File: src/logic/ums_pkg.sv
// constants, register map and field positions of the modem status block
// assumes a 32-bit AXI4-Lite master and a 200 MHz aclk
package ums_pkg;
	localparam int unsigned ADDR_W = 8;
	localparam logic [ADDR_W-1:0] ADDR_HOLDING = 8'h00;
	localparam logic [ADDR_W-1:0] ADDR_IER = 8'h04;
	localparam logic [ADDR_W-1:0] ADDR_ISR_FCR = 8'h08;
	localparam logic [ADDR_W-1:0] ADDR_LCR = 8'h0C;
	localparam logic [ADDR_W-1:0] ADDR_MCR = 8'h10;
	localparam logic [ADDR_W-1:0] ADDR_LSR = 8'h14;
	localparam logic [ADDR_W-1:0] ADDR_MSR = 8'h18;
	localparam logic [ADDR_W-1:0] ADDR_SCRATCH = 8'h1C;
	localparam logic [ADDR_W-1:0] ADDR_DIV_LOW = 8'h20;
	localparam logic [ADDR_W-1:0] ADDR_DIV_HIGH = 8'h24;
	localparam logic [ADDR_W-1:0] ADDR_EVT_STATUS = 8'h28;
	localparam logic [ADDR_W-1:0] ADDR_EVT_CLEAR = 8'h2C;
	localparam logic [ADDR_W-1:0] ADDR_EVT_ENABLE = 8'h30;

	localparam logic [7:0] RST_IER = 8'h00;
	localparam logic [7:0] RST_FCR = 8'h00;
	localparam logic [7:0] RST_LCR = 8'h00;
	localparam logic [7:0] RST_MCR = 8'h00;
	localparam logic [7:0] RST_SCRATCH = 8'hFF;
	localparam logic [7:0] RST_DIV = 8'h01;
	localparam logic [7:0] ISR_NONE = 8'h01;
	localparam logic [7:0] ISR_MODEM = 8'h00;
	localparam logic [7:0] ISR_TX = 8'h02;
	localparam logic [7:0] ISR_RX = 8'h04;

	// modem control fields
	localparam int unsigned MCR_DTR = 0;
	localparam int unsigned MCR_RTS = 1;
	localparam int unsigned MCR_OP1 = 2;
	localparam int unsigned MCR_OP2 = 3;
	localparam int unsigned MCR_LOOP = 4;
	localparam int unsigned MCR_PWRDN = 7;
	// interrupt enable fields
	localparam int unsigned IER_RX = 0;
	localparam int unsigned IER_TX = 1;
	localparam int unsigned IER_MODEM = 3;
	localparam int unsigned IER_EXT = 5;
	// line control / line status fields
	localparam int unsigned LCR_BREAK = 6;
	localparam int unsigned LSR_DR = 0;
	localparam int unsigned LSR_THRE = 5;
	localparam int unsigned LSR_TEMT = 6;
	// modem input order inside the 4-bit groups: cts, dsr, ri, cd
	localparam int unsigned MI_CTS = 0;
	localparam int unsigned MI_DSR = 1;
	localparam int unsigned MI_RI = 2;
	localparam int unsigned MI_CD = 3;
	// sticky event bits
	localparam int unsigned EVT_W = 3;
	localparam int unsigned EVT_MODEM = 0;
	localparam int unsigned EVT_RX = 1;
	localparam int unsigned EVT_TX = 2;

	// timing in baud-clock periods (16x data rate)
	localparam int unsigned RX_FLAG_BCLK = 1;
	localparam int unsigned TX_START_MIN_BCLK = 8;
	localparam int unsigned TX_START_MAX_BCLK = 24;
	localparam int unsigned TX_START_BCLK =
		(TX_START_MIN_BCLK + TX_START_MAX_BCLK) / 2;
	localparam int unsigned START_CENTER_BCLK = 8;
	localparam int unsigned TX_READY_MAX_BCLK = 8;

	localparam logic [1:0] RESP_OKAY = 2'b00;
	localparam logic [1:0] RESP_SLVERR = 2'b10;
endpackage

File: src/logic/ums_baud_if.sv
// signals between the register core and the baud-clock timer
// assumes both ends run on the same aclk
`timescale 1ns/1ps
interface ums_baud_if;
	logic [15:0] divisor;
	logic rx_stop;
	logic tx_kick;
	logic rx_event;
	logic tx_start;
	logic tx_ready_set;
	modport core (output divisor, output rx_stop, output tx_kick,
		input rx_event, input tx_start, input tx_ready_set);
	modport timer (input divisor, input rx_stop, input tx_kick,
		output rx_event, output tx_start, output tx_ready_set);
endinterface

File: src/logic/ums_baud_timer.sv
// baud-clock tick generator and the receive/transmit delay sequencer
// assumes divisor is steady while a character is in flight
`timescale 1ns/1ps
module ums_baud_timer
	import ums_pkg::*;
(
	// clock and reset
	input wire logic aclk,
	input wire logic aresetn,
	// core side
	ums_baud_if.timer bif
);
	logic [15:0] div_cnt_reg;
	logic bclk_tick;
	logic rx_pend_reg;
	logic [4:0] tx_cnt_reg;
	logic tx_wait_reg;
	logic ctr_wait_reg;
	logic rx_event_reg;
	logic tx_start_reg;
	logic tx_ready_reg;

	assign bclk_tick = (div_cnt_reg == 16'h0000);
	assign bif.rx_event = rx_event_reg;
	assign bif.tx_start = tx_start_reg;
	assign bif.tx_ready_set = tx_ready_reg;

	// one tick every divisor aclk cycles; zero behaves as one
	always_ff @(posedge aclk)
	begin
		if (!aresetn)
			div_cnt_reg <= 16'h0000;
		else if (bclk_tick)
			div_cnt_reg <= (bif.divisor == 16'h0000) ? 16'h0000 :
				bif.divisor - 16'h0001;
		else
			div_cnt_reg <= div_cnt_reg - 16'h0001;
	end

	// receive flag lands on the first tick after the stop bit
	always_ff @(posedge aclk)
	begin
		if (!aresetn)
		begin
			rx_pend_reg <= 1'b0;
			rx_event_reg <= 1'b0;
		end
		else
		begin
			rx_event_reg <= rx_pend_reg && bclk_tick;
			if (bif.rx_stop)
				rx_pend_reg <= 1'b1;
			else if (bclk_tick)
				rx_pend_reg <= 1'b0;
		end
	end

	// start bit after a fixed number of ticks, ready at its center
	always_ff @(posedge aclk)
	begin
		if (!aresetn)
		begin
			tx_cnt_reg <= 5'd0;
			tx_wait_reg <= 1'b0;
			ctr_wait_reg <= 1'b0;
			tx_start_reg <= 1'b0;
			tx_ready_reg <= 1'b0;
		end
		else
		begin
			tx_start_reg <= 1'b0;
			tx_ready_reg <= 1'b0;
			if (bif.tx_kick && !tx_wait_reg && !ctr_wait_reg)
			begin
				tx_wait_reg <= 1'b1;
				tx_cnt_reg <= 5'(TX_START_BCLK - 1);
			end
			else if (bclk_tick && tx_wait_reg)
			begin
				if (tx_cnt_reg == 5'd0)
				begin
					tx_wait_reg <= 1'b0;
					tx_start_reg <= 1'b1;
					ctr_wait_reg <= 1'b1;
					tx_cnt_reg <= 5'(START_CENTER_BCLK - 1);
				end
				else
					tx_cnt_reg <= tx_cnt_reg - 5'd1;
			end
			else if (bclk_tick && ctr_wait_reg)
			begin
				if (tx_cnt_reg == 5'd0)
				begin
					ctr_wait_reg <= 1'b0;
					tx_ready_reg <= 1'b1;
				end
				else
					tx_cnt_reg <= tx_cnt_reg - 5'd1;
			end
		end
	end
endmodule

File: src/logic/ums_uart_core.sv
// uart register core: modem status, scratch pad, reset values, events
// assumes an AXI4-Lite master on aclk; modem pins are asynchronous
//
// Implementation choices: the AXI4-Lite interface to the registers and the register offsets.
`timescale 1ns/1ps
module ums_uart_core
	import ums_pkg::*;
(
	// clock and reset
	input wire logic aclk,
	input wire logic aresetn,
	// axi4-lite write address and data
	input wire logic [ADDR_W-1:0] s_axi_awaddr,
	input wire logic s_axi_awvalid,
	output logic s_axi_awready,
	input wire logic [31:0] s_axi_wdata,
	input wire logic [3:0] s_axi_wstrb,
	input wire logic s_axi_wvalid,
	output logic s_axi_wready,
	// axi4-lite write response
	output logic [1:0] s_axi_bresp,
	output logic s_axi_bvalid,
	input wire logic s_axi_bready,
	// axi4-lite read
	input wire logic [ADDR_W-1:0] s_axi_araddr,
	input wire logic s_axi_arvalid,
	output logic s_axi_arready,
	output logic [31:0] s_axi_rdata,
	output logic [1:0] s_axi_rresp,
	output logic s_axi_rvalid,
	input wire logic s_axi_rready,
	// modem inputs, active low, asynchronous
	input wire logic cts_n,
	input wire logic dsr_n,
	input wire logic ring_indicator_n,
	input wire logic carrier_detect_n,
	// receive datapath handoff, same clock
	input wire logic rx_stop_done,
	input wire logic [7:0] rx_byte,
	// transmit datapath handoff
	output logic tx_start_bit,
	output logic [7:0] tx_byte,
	// serial and modem outputs
	output logic tx_out,
	output logic rts_n,
	output logic dtr_n,
	output logic reset_out,
	// legacy interrupt pin with enable, and event interrupt
	output logic int_out,
	output logic int_oe,
	output logic irq,
	// flags
	output logic receive_ready_flag,
	output logic transmit_ready_flag
);
	ums_baud_if bif ();

	logic [3:0] pin_meta_reg;
	logic [3:0] pin_sync_reg;
	logic [3:0] msr_hi;
	logic [3:0] msr_prev_reg;
	logic [3:0] delta_reg;
	logic [3:0] delta_set;
	logic started_reg;
	logic [7:0] ier_reg;
	logic [7:0] fcr_reg;
	logic [7:0] lcr_reg;
	logic [7:0] mcr_reg;
	logic [7:0] scratch_pad;
	logic [7:0] div_low_reg;
	logic [7:0] div_high_reg;
	logic [7:0] rx_hold_reg;
	logic [7:0] tx_hold_reg;
	logic [7:0] isr_now;
	logic [7:0] lsr_now;
	logic rx_ready_reg;
	logic thr_empty_reg;
	logic tsr_empty_reg;
	logic [EVT_W-1:0] evt_status_reg;
	logic [EVT_W-1:0] evt_enable_reg;
	logic [EVT_W-1:0] evt_set;
	logic aw_held_reg;
	logic w_held_reg;
	logic [ADDR_W-1:0] awaddr_reg;
	logic [7:0] wdata_reg;
	logic wstrb0_reg;
	logic wr_fire;
	logic rd_fire;
	logic [7:0] rd_byte;
	logic rd_hit;
	logic loop;

	function automatic logic known_addr(input logic [ADDR_W-1:0] a);
		case (a)
			ADDR_HOLDING, ADDR_IER, ADDR_ISR_FCR, ADDR_LCR, ADDR_MCR,
			ADDR_LSR, ADDR_MSR, ADDR_SCRATCH, ADDR_DIV_LOW,
			ADDR_DIV_HIGH, ADDR_EVT_STATUS, ADDR_EVT_CLEAR,
			ADDR_EVT_ENABLE:
				known_addr = 1'b1;
			default:
				known_addr = 1'b0;
		endcase
	endfunction

	function automatic logic wr_to(input logic [ADDR_W-1:0] a);
		wr_to = wr_fire && wstrb0_reg && (awaddr_reg == a);
	endfunction

	ums_baud_timer u_timer (
		.aclk(aclk),
		.aresetn(aresetn),
		.bif(bif)
	);

	assign loop = mcr_reg[MCR_LOOP];
	assign bif.divisor = {div_high_reg, div_low_reg};
	assign bif.rx_stop = rx_stop_done;
	assign bif.tx_kick = wr_fire && wstrb0_reg && awaddr_reg == ADDR_HOLDING;

	// two-stage synchroniser on the modem pins
	always_ff @(posedge aclk)
	begin
		pin_meta_reg <= {carrier_detect_n, ring_indicator_n, dsr_n, cts_n};
		pin_sync_reg <= pin_meta_reg;
	end

	// upper status nibble: inverted pins, or control bits in loopback
	always_comb
	begin
		msr_hi[MI_CTS] = loop ? mcr_reg[MCR_RTS] : ~pin_sync_reg[MI_CTS];
		msr_hi[MI_DSR] = loop ? mcr_reg[MCR_DTR] : ~pin_sync_reg[MI_DSR];
		msr_hi[MI_RI] = loop ? mcr_reg[MCR_OP1] : ~pin_sync_reg[MI_RI];
		msr_hi[MI_CD] = loop ? mcr_reg[MCR_OP2] : ~pin_sync_reg[MI_CD];
	end

	// change flags; ring only flags the end of ringing
	always_comb
	begin
		delta_set = started_reg ? (msr_hi ^ msr_prev_reg) : 4'h0;
		delta_set[MI_RI] = started_reg && msr_prev_reg[MI_RI] &&
			!msr_hi[MI_RI];
	end

	always_ff @(posedge aclk)
	begin
		if (!aresetn)
		begin
			started_reg <= 1'b0;
			msr_prev_reg <= 4'h0;
			delta_reg <= 4'h0;
		end
		else
		begin
			started_reg <= 1'b1;
			msr_prev_reg <= msr_hi;
			// a change in the cycle of the read still sets its flag
			if (rd_fire && s_axi_araddr == ADDR_MSR)
				delta_reg <= delta_set;
			else
				delta_reg <= delta_reg | delta_set;
		end
	end

	// control registers
	always_ff @(posedge aclk)
	begin
		if (!aresetn)
		begin
			ier_reg <= RST_IER;
			fcr_reg <= RST_FCR;
			lcr_reg <= RST_LCR;
			mcr_reg <= RST_MCR;
			div_low_reg <= RST_DIV;
			div_high_reg <= 8'h00;
			tx_hold_reg <= 8'h00;
		end
		else
		begin
			if (wr_to(ADDR_IER))
				ier_reg <= wdata_reg;
			if (wr_to(ADDR_ISR_FCR))
				fcr_reg <= wdata_reg;
			if (wr_to(ADDR_LCR))
				lcr_reg <= wdata_reg;
			// power-down bit only reachable with extended access
			if (wr_to(ADDR_MCR))
			begin
				mcr_reg[6:0] <= {2'b00, wdata_reg[4:0]};
				if (ier_reg[IER_EXT])
					mcr_reg[MCR_PWRDN] <= wdata_reg[MCR_PWRDN];
			end
			if (wr_to(ADDR_DIV_LOW))
				div_low_reg <= wdata_reg;
			if (wr_to(ADDR_DIV_HIGH))
				div_high_reg <= wdata_reg;
			if (wr_to(ADDR_HOLDING))
				tx_hold_reg <= wdata_reg;
		end
	end

	// scratch: reset to all ones, untouched by power-down
	always_ff @(posedge aclk)
	begin
		if (!aresetn)
			scratch_pad <= RST_SCRATCH;
		else if (wr_to(ADDR_SCRATCH))
			scratch_pad <= wdata_reg;
	end

	// receive ready and holding byte
	always_ff @(posedge aclk)
	begin
		if (!aresetn)
		begin
			rx_ready_reg <= 1'b0;
			rx_hold_reg <= 8'h00;
		end
		else
		begin
			if (rx_stop_done)
				rx_hold_reg <= rx_byte;
			if (bif.rx_event)
				rx_ready_reg <= 1'b1;
			else if (rd_fire && s_axi_araddr == ADDR_HOLDING)
				rx_ready_reg <= 1'b0;
		end
	end

	// transmit holding and shifter empty flags
	always_ff @(posedge aclk)
	begin
		if (!aresetn)
		begin
			thr_empty_reg <= 1'b1;
			tsr_empty_reg <= 1'b1;
		end
		else
		begin
			if (wr_to(ADDR_HOLDING))
				thr_empty_reg <= 1'b0;
			else if (bif.tx_ready_set)
				thr_empty_reg <= 1'b1;
			if (wr_to(ADDR_HOLDING))
				tsr_empty_reg <= 1'b0;
			else if (bif.tx_ready_set)
				tsr_empty_reg <= 1'b1;
		end
	end

	// interrupt source priority: receive, transmit, modem
	always_comb
	begin
		lsr_now = 8'h00;
		lsr_now[LSR_DR] = rx_ready_reg;
		lsr_now[LSR_THRE] = thr_empty_reg;
		lsr_now[LSR_TEMT] = tsr_empty_reg;
		if (ier_reg[IER_RX] && rx_ready_reg)
			isr_now = ISR_RX;
		else if (ier_reg[IER_TX] && thr_empty_reg)
			isr_now = ISR_TX;
		else if (ier_reg[IER_MODEM] && |delta_reg)
			isr_now = ISR_MODEM;
		else
			isr_now = ISR_NONE;
	end

	// sticky events, set wins over clear
	always_comb
	begin
		evt_set = '0;
		evt_set[EVT_MODEM] = |delta_set;
		evt_set[EVT_RX] = bif.rx_event;
		evt_set[EVT_TX] = bif.tx_ready_set;
	end

	always_ff @(posedge aclk)
	begin
		if (!aresetn)
		begin
			evt_status_reg <= '0;
			evt_enable_reg <= '0;
		end
		else
		begin
			if (wr_to(ADDR_EVT_CLEAR))
				evt_status_reg <= (evt_status_reg & ~wdata_reg[EVT_W-1:0]) |
					evt_set;
			else
				evt_status_reg <= evt_status_reg | evt_set;
			if (wr_to(ADDR_EVT_ENABLE))
				evt_enable_reg <= wdata_reg[EVT_W-1:0];
		end
	end

	// pins and flags, all registered
	always_ff @(posedge aclk)
	begin
		if (!aresetn)
		begin
			tx_out <= 1'b1;
			rts_n <= 1'b1;
			dtr_n <= 1'b1;
			reset_out <= 1'b1;
			int_out <= 1'b0;
			int_oe <= 1'b0;
			irq <= 1'b0;
			tx_start_bit <= 1'b0;
			tx_byte <= 8'h00;
			receive_ready_flag <= 1'b0;
			transmit_ready_flag <= 1'b0;
		end
		else
		begin
			tx_out <= loop | ~lcr_reg[LCR_BREAK];
			rts_n <= loop | ~mcr_reg[MCR_RTS];
			dtr_n <= loop | ~mcr_reg[MCR_DTR];
			reset_out <= ier_reg[IER_EXT] & mcr_reg[MCR_OP1];
			int_out <= ~isr_now[0];
			int_oe <= ~loop & mcr_reg[MCR_OP2];
			irq <= |(evt_status_reg & evt_enable_reg);
			tx_start_bit <= bif.tx_start;
			tx_byte <= tx_hold_reg;
			receive_ready_flag <= rx_ready_reg;
			transmit_ready_flag <= thr_empty_reg;
		end
	end

	// axi write: address and data taken in either order
	assign wr_fire = aw_held_reg && w_held_reg && !s_axi_bvalid;
	assign s_axi_awready = !aw_held_reg;
	assign s_axi_wready = !w_held_reg;

	always_ff @(posedge aclk)
	begin
		if (!aresetn)
		begin
			aw_held_reg <= 1'b0;
			w_held_reg <= 1'b0;
			awaddr_reg <= '0;
			wdata_reg <= 8'h00;
			wstrb0_reg <= 1'b0;
			s_axi_bvalid <= 1'b0;
			s_axi_bresp <= RESP_OKAY;
		end
		else
		begin
			if (s_axi_awvalid && !aw_held_reg)
			begin
				aw_held_reg <= 1'b1;
				awaddr_reg <= s_axi_awaddr;
			end
			if (s_axi_wvalid && !w_held_reg)
			begin
				w_held_reg <= 1'b1;
				wdata_reg <= s_axi_wdata[7:0];
				wstrb0_reg <= s_axi_wstrb[0];
			end
			if (wr_fire)
			begin
				aw_held_reg <= 1'b0;
				w_held_reg <= 1'b0;
				s_axi_bvalid <= 1'b1;
				s_axi_bresp <= known_addr(awaddr_reg) ? RESP_OKAY :
					RESP_SLVERR;
			end
			else if (s_axi_bready)
				s_axi_bvalid <= 1'b0;
		end
	end

	// axi read mux
	always_comb
	begin
		rd_hit = known_addr(s_axi_araddr);
		case (s_axi_araddr)
			ADDR_HOLDING:
				rd_byte = rx_hold_reg;
			ADDR_IER:
				rd_byte = ier_reg;
			ADDR_ISR_FCR:
				rd_byte = isr_now;
			ADDR_LCR:
				rd_byte = lcr_reg;
			ADDR_MCR:
				rd_byte = mcr_reg;
			ADDR_LSR:
				rd_byte = lsr_now;
			ADDR_MSR:
				rd_byte = {msr_hi, delta_reg};
			ADDR_SCRATCH:
				rd_byte = scratch_pad;
			ADDR_DIV_LOW:
				rd_byte = div_low_reg;
			ADDR_DIV_HIGH:
				rd_byte = div_high_reg;
			ADDR_EVT_STATUS:
				rd_byte = {5'b00000, evt_status_reg};
			ADDR_EVT_ENABLE:
				rd_byte = {5'b00000, evt_enable_reg};
			default:
				rd_byte = 8'h00;
		endcase
	end

	assign s_axi_arready = !s_axi_rvalid;
	assign rd_fire = s_axi_arvalid && !s_axi_rvalid;

	always_ff @(posedge aclk)
	begin
		if (!aresetn)
		begin
			s_axi_rvalid <= 1'b0;
			s_axi_rdata <= 32'h0000_0000;
			s_axi_rresp <= RESP_OKAY;
		end
		else if (rd_fire)
		begin
			s_axi_rvalid <= 1'b1;
			s_axi_rdata <= {24'h00_0000, rd_byte};
			s_axi_rresp <= rd_hit ? RESP_OKAY : RESP_SLVERR;
		end
		else if (s_axi_rready)
			s_axi_rvalid <= 1'b0;
	end
endmodule

File: config.mk
export PLATFORM = sky130hd
export DESIGN_NAME = ums_uart_core
export DESIGN_NICKNAME = d
export VERILOG_FILES = /design/src/logic/ums_pkg.sv /design/src/logic/ums_baud_if.sv /design/src/logic/ums_baud_timer.sv /design/src/logic/ums_uart_core.sv
export SDC_FILE = /design/constraint.sdc
export NUM_CORES = 1
export LEC_CHECK = 0
export BUFFER_PORTS_ARGS = -buffer_cell sky130_fd_sc_hd__buf_2
export CORE_MARGIN = 2
export CORE_UTILIZATION = 30
export CTS_CLUSTER_SIZE = 24
export DETAILED_ROUTE_END_ITERATION = 6
export PLACE_DENSITY = 0.54
export SLEW_MARGIN = 10
export SYNTH_ARGS = -nofsm -noshare
export SYNTH_HDL_FRONTEND = slang
export SYNTH_SLANG_ARGS = --single-unit
File: constraint.sdc
create_clock -name aclk -period 2.5 [get_ports aclk]
set_input_delay 0.25 -clock aclk [delete_from_list [all_inputs] [get_ports aclk]]
set_output_delay 0.25 -clock aclk [all_outputs]
set_load 0.005 [all_outputs]
* After elaboration in Yosys (flattened, before gate mapping) *
Memory sizes are Yosys's and may differ from the RTL's. A register that Yosys moved wholly into a read port is not among the register bits.
Index checks and enable logic that the tools add are counted.

cells by class
  $add $sub $neg = 3
  equal/unequal tests = 21
  muxes and demuxes = 44
  bitwise operators = 25
  reductions and logical operators = 62

operators by type and width
  kind                                                 count
  one-hot mux 8 bit (12 select lines)                  1
  == test 8 x 6 -> 1 bit (second input constant)       8
  == test 8 x 5 -> 1 bit (second input constant)       6
  logical NOT 16 bit                                   2
  two-way mux 16 bit                                   2
  subtractor 16 x 1 -> 16 bit (second input constant)  2
  logical AND 1 bit                                    27
  two-way mux 1 bit                                    27
  == test 8 x 4 -> 1 bit (second input constant)       3
  two-way mux 5 bit                                    4
  == test 8 x 3 -> 1 bit (second input constant)       2
  logical NOT 8 bit                                    2
  nonzero test 2 bit                                   8
  inverter 1 bit                                       13
  two-way mux 4 bit                                    3
  two-way mux 6 bit                                    2
  OR reduction 4 bit                                   3
  AND reduction 2 bit                                  4
  logical NOT 1 bit                                    7
  AND 3 bit                                            2
  two-way mux 2 bit                                    3
  two-way mux 3 bit                                    2
  bitwise OR 3 bit                                     2
  OR reduction 3 bit                                   2
  other kinds (13)                                     18

word-level totals
  register bits = 165
  bits in read-only memories = 128
  input port bits = 72
  output and inout port bits = 59
  memories = 2

memory list
  memory           depth  bits a word  read ports  clocked after memory_dff  wr ports  RTL line             source
  (no name shown)  64     1            1           0                         0         ums_uart_core.sv:94  case (a)
  (no name shown)  64     1            1           1                         0         ums_uart_core.sv:94

* Depth between registers and ports, before layout *
Gate-level depths: netlist of run 1.

  depth after elaboration = 8
  gate-level depth with buffers = 8
  gate-level depth less buffers = 7

* Cells and area by module *
From an unflattened synthesis of run 1, not the netlist that was laid out.

second synthesis, totals
  cell total of the unflattened synthesis = 821
  area, all modules = 7409.6 um^2

by module, submodules not included
  module          times used  cells an instance  area each (um^2)  seq. area each (um^2)
  ums_uart_core   1           619                5760.5            2742.6
  ums_baud_timer  1           202                1649.1            540.5

* Worst setup path before layout of run 1 *
Ideal clock, no wire load.

  path type = reg2reg
  from = register div_low_reg[2]
  to = register u_timer.div_cnt_reg[6]
  setup time = 0.115 ns
  arrival time = 2.181 ns
  required time = 2.385 ns
  slack = 0.204 ns
  cell stages (with the launch flop) = 7
  buffers on the path = 1
  clock period less this slack = 2.296 ns
  path through = dfxtp_1 or4_4 or3_4 or4b_1 clkbuf_2 nor3b_1 o21a_1

on the way
  cells in the longest elaborated chain, start to end = 3
  elaborated cells between the ends (all ways) = 4
  classes of those cells = 1 x add/sub; 2 x mux; 1 x reduce/logical

RTL lines
  element                                                            RTL line                                    source
  from (decl)                                                        ums_uart_core.sv:70                         logic [7:0] div_low_reg;
  from (signal assigned)                                             ums_uart_core.sv:193                        div_low_reg <= wdata_reg;
  subtractor 16 x 1 -> 16 bit or logical NOT 16 bit (tied branches)  ums_baud_timer.sv:35, ums_baud_timer.sv:34
  two-way mux 16 bit (*)                                             ums_baud_timer.sv:34                        div_cnt_reg <= (bif.divisor == 16'h0000) ? 16'h0000 :
  two-way mux 16 bit (*)                                             ums_baud_timer.sv:33                        else if (bclk_tick)
  to (signal assigned)                                               ums_baud_timer.sv:34
  to (signal assigned)                                               ums_baud_timer.sv:37                        div_cnt_reg <= div_cnt_reg - 16'h0001;
  to (decl)                                                          ums_baud_timer.sv:13                        logic [15:0] div_cnt_reg;

Every way passes the cells marked *; elsewhere a longest branch is shown, timed or not.
A chain may end at the register's enable or synchronous reset.

* Worst setup path in the final report of run 1 *
  from = register div_low_reg[4]
  to = register u_timer.div_cnt_reg[8]

The elaborated chain is that of the path after synthesis.

==> results of run 1 <==
power by group:
group | total [mW] | internal (mW) | switching (mW)
clock network | 2.59 | 1.45 | 1.14
logic | 0.968 | 0.406 | 0.562
registers | 2.89 | 2.76 | 0.130
worst paths after layout:
kind / startpoint / to / slack [ps]
setup / recovery: div_low_reg[4] / u_timer.div_cnt_reg[8] / 170
hold / removal: s_axi_awvalid / aw_held_reg / 30
setup reg to reg: div_low_reg[4] / u_timer.div_cnt_reg[8] / 170
hold reg to reg: pin_meta_reg[1] / pin_sync_reg[1] / 330
layer usage:
metal	up-vias	GRT usage [%]	wire length [microns]
met5	-	0	0
met4	0	5.083	330
met3	25	3.621	1209
met2	192	23.63	8779
met1	2951	22.95	9868
li1	3080	-	-
cell usage in the layout, fill, tap and decap left out, drive strengths merged, types with 3 or more instances in the layout:
cell type,instances
nand3,41
or3,5
a22oi,9
nand2b,10
o21a,5
xnor2,15
a311oi,5
nor2b,6
nor4,7
nand4,5
a31oi,4
nor4b,6
and3b,3
nor3b,4
nor3,14
mux2,5
and3,6
inv,32
nand2,123
a21bo,3
dfxtp,164
dlygate4sd3,5
nor2,82
clkbuf,21
buf,107
o211ai,4
a211oi,8
a21oi,43
xor2,13
o41ai,3
o22ai,10
conb,26
and2,8
ha,4
or4,5
clkinv,4
a32oi,4
mux2i,51
o21ai,45
o31ai,4
Yosys cell counts, drive strengths merged (7+ instances only):
cell type,count,share of area (%)
a21oi,43,3.0
and2,8,0.71
mux2i,51,7.0
clkbuf,27,1.4
o22ai,10,0.86
inv,28,1.4
a22oi,9,0.93
buf,41,3.7
xnor2,15,1.8
dfxtp,164,45
nor3,14,1.0
xor2,13,1.6
nor4,7,0.60
nor2,82,4.2
nand2b,10,0.86
nand3,41,2.8
o21ai,45,3.1
a211oi,8,0.83
nand2,123,6.4
metrics by stage:
step	area, sq um	std cells	utilization, %
finish	8646	1265	36.62
global route	8646	1265	36.62
CTS	8642	1265	36.60
detailed placement	8011	1228	33.93
global placement	8011	1228	33.93
floorplan	7345	870	-
cell type report:
cell class	instances	area, sq um
well taps	319	399.1
flip-flops and latches	164	3283
inverters	28	105.1
repair buffers	112	685.7
clock inverters	11	120.1
fillers	2495	14970
clock buffers	21	460.4
multi-input cells	610	3592
worst register-to-register path, cell delays in order (launching register included):
cell and delay (ps):
dfxtp_1 350, or4_4 510, or4_2 540, or4_1 440, nand3_1 240, o22ai_1 130
timing repair:
action                                 in CTS  in global routing
hold buffers                                5                  0
endpoints found under the hold margin       5                  0
setup endpoints to repair                   0                  2
resized for setup                           0                  1
kinds of logic (layout without fill, tap and decap cells):
kind of cell    count (synthesis)  after routing  share of synthesized area [%]
other cells                     1             26                        0.05172
buf+inv                        96            172                          6.523
compound gates                162            162                          14.10
simple gates                  333            333                          21.85
flops                         164            164                          45.28
fa+ha+maj                       4              4                         0.6903
mux                            57             57                          8.128
xor+xnor                       28             28                          3.382
==> metrics.md, run 1 <==
| Metric | Value |
|---|---|
| Status | completed |
| Row count | 56 |
| Worst path arrival time | 2650 ps |
| Synthesized cell area | 7251 sq um |
| Worst Hold Path Cells | 3 |
| Buffers & Inverters on Critical Path | 0 |
| Initial Util | 30.71% |
| CP Launch Type | register |
| H-tree depth | 4 |
| DIE AREA | 25430 sq um |
| Pwr Density | 745.4 nW/um^2 |
| DIE WIDTH | 159.5 microns |
| Crit. path cell count | 5 |
| Syn-to-layout area delta | 19.24% |
| # IOs | 131 |
| Setup TNS | 0 ps |
| Vias in the first global route | 5773 |
| RSZ-0062 raised after global routing | false |
| Clock Skews | 14.25 ps |
| Post-synth EDFFs | 0 |
| Synth unique cells | 68 |
| Slew HR | 62.51% |
| Max Slew Vio Count | 0 |
| Type of the worst setup path | reg2reg |
| CP endpoint kind | register |
| Final worst slack | 168.0 ps |
| Die Y | 159.5 microns |
| Clk buf depth | 2 |
| DRT antenna net count | 0 |
| Largest fanout on the critical path | 7 |
| GRT Residual Overflow | 0 |
| Antenna violations before repair | 0 |
| Min cycle time layout | 2332 ps |
| YS warnings | 0 |
| Clock sink count | 164 |
| Synthesis-stage register bit count | 164 |
| Largest net degree at the start of global routing | 83 |
| R2R depth | 5 |
| Async set-reset flop share out of synthesis | 0% |
| Nets@finish | 1009 |
| Fin crit share | 93.28% |
| DRC violations left | 0 |
| Mapped Avg Cell Area | 8.581 sq um |
| GRT Util Overall | 15.99% |
| Lkg Pwr | 3.529 nW |
| Clk slew on worst S/H paths | 70 ps |
| First-pass GRT wire length | 32240 microns |
| CTS tree | yes |
| Drt first pass iters | 5 |
| Root Driver | clkbuf_16 |
| Seq/Total Area, Yosys | 45.28% |
| Hold crit path type | in2reg |
| Vias per cell | 4.939 |
| Worst-margin pin slew | 555.0 ps |
| Max reg flops | 16 |
| CP max stage delay | 540 ps |
| CP Data Required Time | 2810 ps |
| Initial DRC Count | 488 |
| Setup Viol. Count Final | 0 |
| Latest clock arrival within the worst-skew pair | 440 ps |
| Max frequency | 428.8 MHz |
| Top FF cell, synth | dfxtp_1 |
| Slowest-stage cell, CP | or4_2 |
| # diodes | 0 |
| MaxCap Viol Count | 0 |
| Dpl hpwl | 14530 microns |
| Worst path top cell family by delay | simple AND/OR/NAND/NOR gates |
| Port Buffers | 77 |
| Setup bufs post-CTS | 0 |
| Core area | 23610 sq um |
| Final Power | 6.445 mW |
| Vias | 6248 |
| Inserted Clock Buffers | 17 |
| Share of cells above drive strength 1 | 16.70% |
| RD Place Congestion | 0.9105 |
| Hold WS | 29.87 ps |
| Syn Inst Count | 845 |
| Routed length per instance | 15.96 microns |
| Worst-path cell chain | or4_4 -> or4_2 -> or4_1 -> nand3_1 -> o22ai_1 |
| VDD IR max | 0.0003975 V |
| Post-Route WL | 20190 microns |
| Placement Setup Slack | 96.01 ps |
| Hold Vio Cnt, Final | 0 |
No activity file was read; power rests on OpenSTA's default activity.
==> run 2, diff against run 1 <==
==> constraint.sdc (replaced) <==
create_clock -name aclk -period 2.5 [get_ports aclk]
set_input_delay 0.5 -clock aclk [delete_from_list [all_inputs] [get_ports aclk]]
set_output_delay 0.5 -clock aclk [all_outputs]
set_load 0.005 [all_outputs]
==> run 2 against run 1 <==
Effect of this change:
- core utilization is 0.14 points higher
- flip-flop and latch count stayed put
- highest routed layer unchanged
- clock power is 7% higher
- design area is 0.39% higher
- fmax is 1.0% lower
==> metrics.md, run 2 (synthesis gave the netlist of run 1 again) <==
| Metric | Value |
|---|---|
| Most frequent cells in the layout | dfxtp_1, nand2_1, nor2_1, buf_2, mux2i_1 (unchanged) |
| Setup Viol. Count Final | 0 (unchanged) |
| Most common cell after layout, fill and taps aside | dfxtp_1 (unchanged) |
| Drt first pass iters | 5 (unchanged) |
| GRT Residual Overflow | 0 (unchanged) |
| Dpl hpwl | 14590 microns (was 14530 microns) |
| Clk slew on worst S/H paths | 70 ps (about the same) |
| RD Place Congestion | 0.8821 (was 0.9105) |
| Setup bufs post-CTS | 0 (unchanged) |
| Die Y | 159.5 microns (unchanged) |
| Vias per cell | 4.890 (was 4.939) |
| Sequential share of power | 43.5% (was 44.8%) |
| DRC violations left | 0 (unchanged) |
| Initial DRC Count | 524 (was 488) |
| Logic pwr share | 14.6% (was 15.0%) |
| Inserted Clock Buffers | 17 (unchanged) |
| Clock Skews | 11.52 ps (was 14.25 ps) |
| DIE WIDTH | 159.5 microns (unchanged) |
| # IOs | 131 (unchanged) |
| Max frequency | 424.4 MHz (was 428.8 MHz) |
| Setup TNS | 0 ps (unchanged) |
| DIE AREA | 25430 sq um (unchanged) |
| NetSw | 1.934 mW (was 1.834 mW) |
| Latest clock arrival within the worst-skew pair | 440 ps (about the same) |
| Max Slew Vio Count | 0 (unchanged) |
| Vias | 6196 (was 6248) |
| Core area | 23610 sq um (unchanged) |
| Type of the worst setup path | reg2reg (unchanged) |
| VDD IR max | 0.0003274 V (was 0.0003975 V) |
| Syn-to-layout area delta | 19.71% (was 19.24%) |
| PostCTS Resize Cnt | 0 (unchanged) |
| Filler cell count | 2466 (was 2495) |
| Slew HR | 60.27% (was 62.51%) |
| MaxCap Viol Count | 0 (unchanged) |
| Pwr Density | 764.3 nW/um^2 (was 745.4 nW/um^2) |
| FF/Latch Area | 3283 sq um (unchanged) |
| Clk buf depth | 2 (unchanged) |
| Share of cells above drive strength 1 | 17.51% (was 16.70%) |
| Clock network power share | 41.9% (was 40.2%) |
| Hold Vio Cnt, Final | 0 (unchanged) |
| Critical path origin | div_low_reg[2] (was div_low_reg[4]) |
| Root Driver | clkbuf_16 (unchanged) |
| Worst-margin pin slew | 595.1 ps (was 555.0 ps) |
| Initial Util | 30.71% (unchanged) |
| CP Launch Type | register (unchanged) |
| Hold Path Origin | ring_indicator_n (was s_axi_awvalid) |
| Vias in the first global route | 5915 (was 5773) |
| Nets@finish | 1011 (was 1009) |
| Hold WS | 162.2 ps (was 29.87 ps) |
| # diodes | 0 (unchanged) |
| Fin area | 8680 sq um (was 8646 sq um) |
| Worst path arrival time | 2660 ps (was 2650 ps) |
| Area after DPL | 8051 sq um (was 8011 sq um) |
| Antenna violations before repair | 0 (unchanged) |
| Reg2reg start | div_low_reg[2] (was div_low_reg[4]) |
| Final Power | 6.634 mW (was 6.445 mW) |
| Hold Buf Count CTS | 0 (was 5) |
| Largest fanout on the critical path | 7 (unchanged) |
| DRT antenna net count | 0 (unchanged) |
| Lkg Pwr | 3.563 nW (was 3.529 nW) |
| Hold crit path type | in2reg (unchanged) |
| CP endpoint kind | register (unchanged) |
| Fin crit share | 94.25% (was 93.28%) |
| H-tree depth | 4 (unchanged) |
| Max reg flops | 16 (unchanged) |
| CTS tree | yes (unchanged) |
| Port Buffers | 77 (unchanged) |
| GRT Util Overall | 16.04% (was 15.99%) |
| Area occupied by multi-input gates | 3588 sq um (was 3592 sq um) |
| Status | completed (unchanged) |
| Post-Route WL | 20280 microns (was 20190 microns) |
| Switching Fraction | 29.16% (was 28.46%) |
| Largest net degree at the start of global routing | 83 (unchanged) |
| Routed length per instance | 16.00 microns (was 15.96 microns) |
| Clock sink count | 164 (unchanged) |
| First-pass GRT wire length | 32500 microns (was 32240 microns) |
| CP Data Required Time | 2800 ps (was 2810 ps) |
| Internal | 4.700 mW (was 4.611 mW) |
| Row count | 56 (unchanged) |
| Min cycle time layout | 2356 ps (was 2332 ps) |
| RSZ-0062 raised after global routing | false (unchanged) |
run 2: changes by cell type in the layout (fill, tap and decap cells not counted):
| cell | delta |
|---|---|
| buf_12 | -1 |
| buf_4 | +8 |
| bufinv_16 | +1 |
| clkbuf_1 | -2 |
| clkbuf_8 | -2 |
| clkinv_4 | -4 |
| clkinv_8 | +2 |
| clkinvlp_4 | -1 |
| dlygate4sd3_1 | -5 |
| inv_6 | +2 |
| inv_8 | +4 |
| or4b_1 | +1 |
| or4b_4 | -1 |
run 2: final timing paths:
kind / end / slack, ps / depth (start not counted)
worst max-delay path: u_timer.div_cnt_reg[10] / 140 / 5
worst min-delay path: pin_meta_reg[2] / 160 / 1
worst max register to register: u_timer.div_cnt_reg[10] / 140 / 5
worst min register to register: pin_sync_reg[1] / 320 / 0
run 2: per-layer routing:
metal	vias up	part of all wire (%)	track usage (%)
met5	-	0	0
met3	22	5.2	3.100
met4	0	1.2	4.174
met1	2922	50	23.09
met2	175	44	24.50
li1	3077	-	-
run 2: power by group through the flow:
stage | clock (mW) | sequential [mW] | combinational (mW)
6_report | 2.78 | 2.88 | 0.971
5_1_grt | 2.93 | 2.90 | 1.11
2_1_floorplan | 0 | 2.89 | 0.754
3_5_place_dp | 0 | 2.94 | 0.967
3_3_place_gp | 0 | 2.94 | 0.961
4_1_cts | 2.84 | 2.88 | 0.976
run 2: worst max-delay path: stages, from the launching register on:
cell,delay [ps]
dfxtp_1,310
or4_4,550
or4_2,560
or4_1,430
nand3_1,250
o22ai_1,130
run 2: layout make-up:
type | instances | share of cell area [%]
Multi-Input combinational cell | 610 | 41.34
Sequential cell | 164 | 37.83
Timing Repair Buffer | 114 | 7.784
Clock buffer | 17 | 4.901
Tap cell | 319 | 4.599
Clock inverter | 15 | 2.335
Inverter | 28 | 1.211
run 2: per-stage QoR:
step | utilization (%) | setup slack, ps | std cells
floorplan | - | 204.5 | 870
global placement | 34.10 | 179.3 | 1235
detailed placement | 34.10 | 177.1 | 1235
CTS | 36.76 | 158.9 | 1267
global route | 36.76 | 21.66 | 1267
finish | 36.76 | 143.7 | 1267
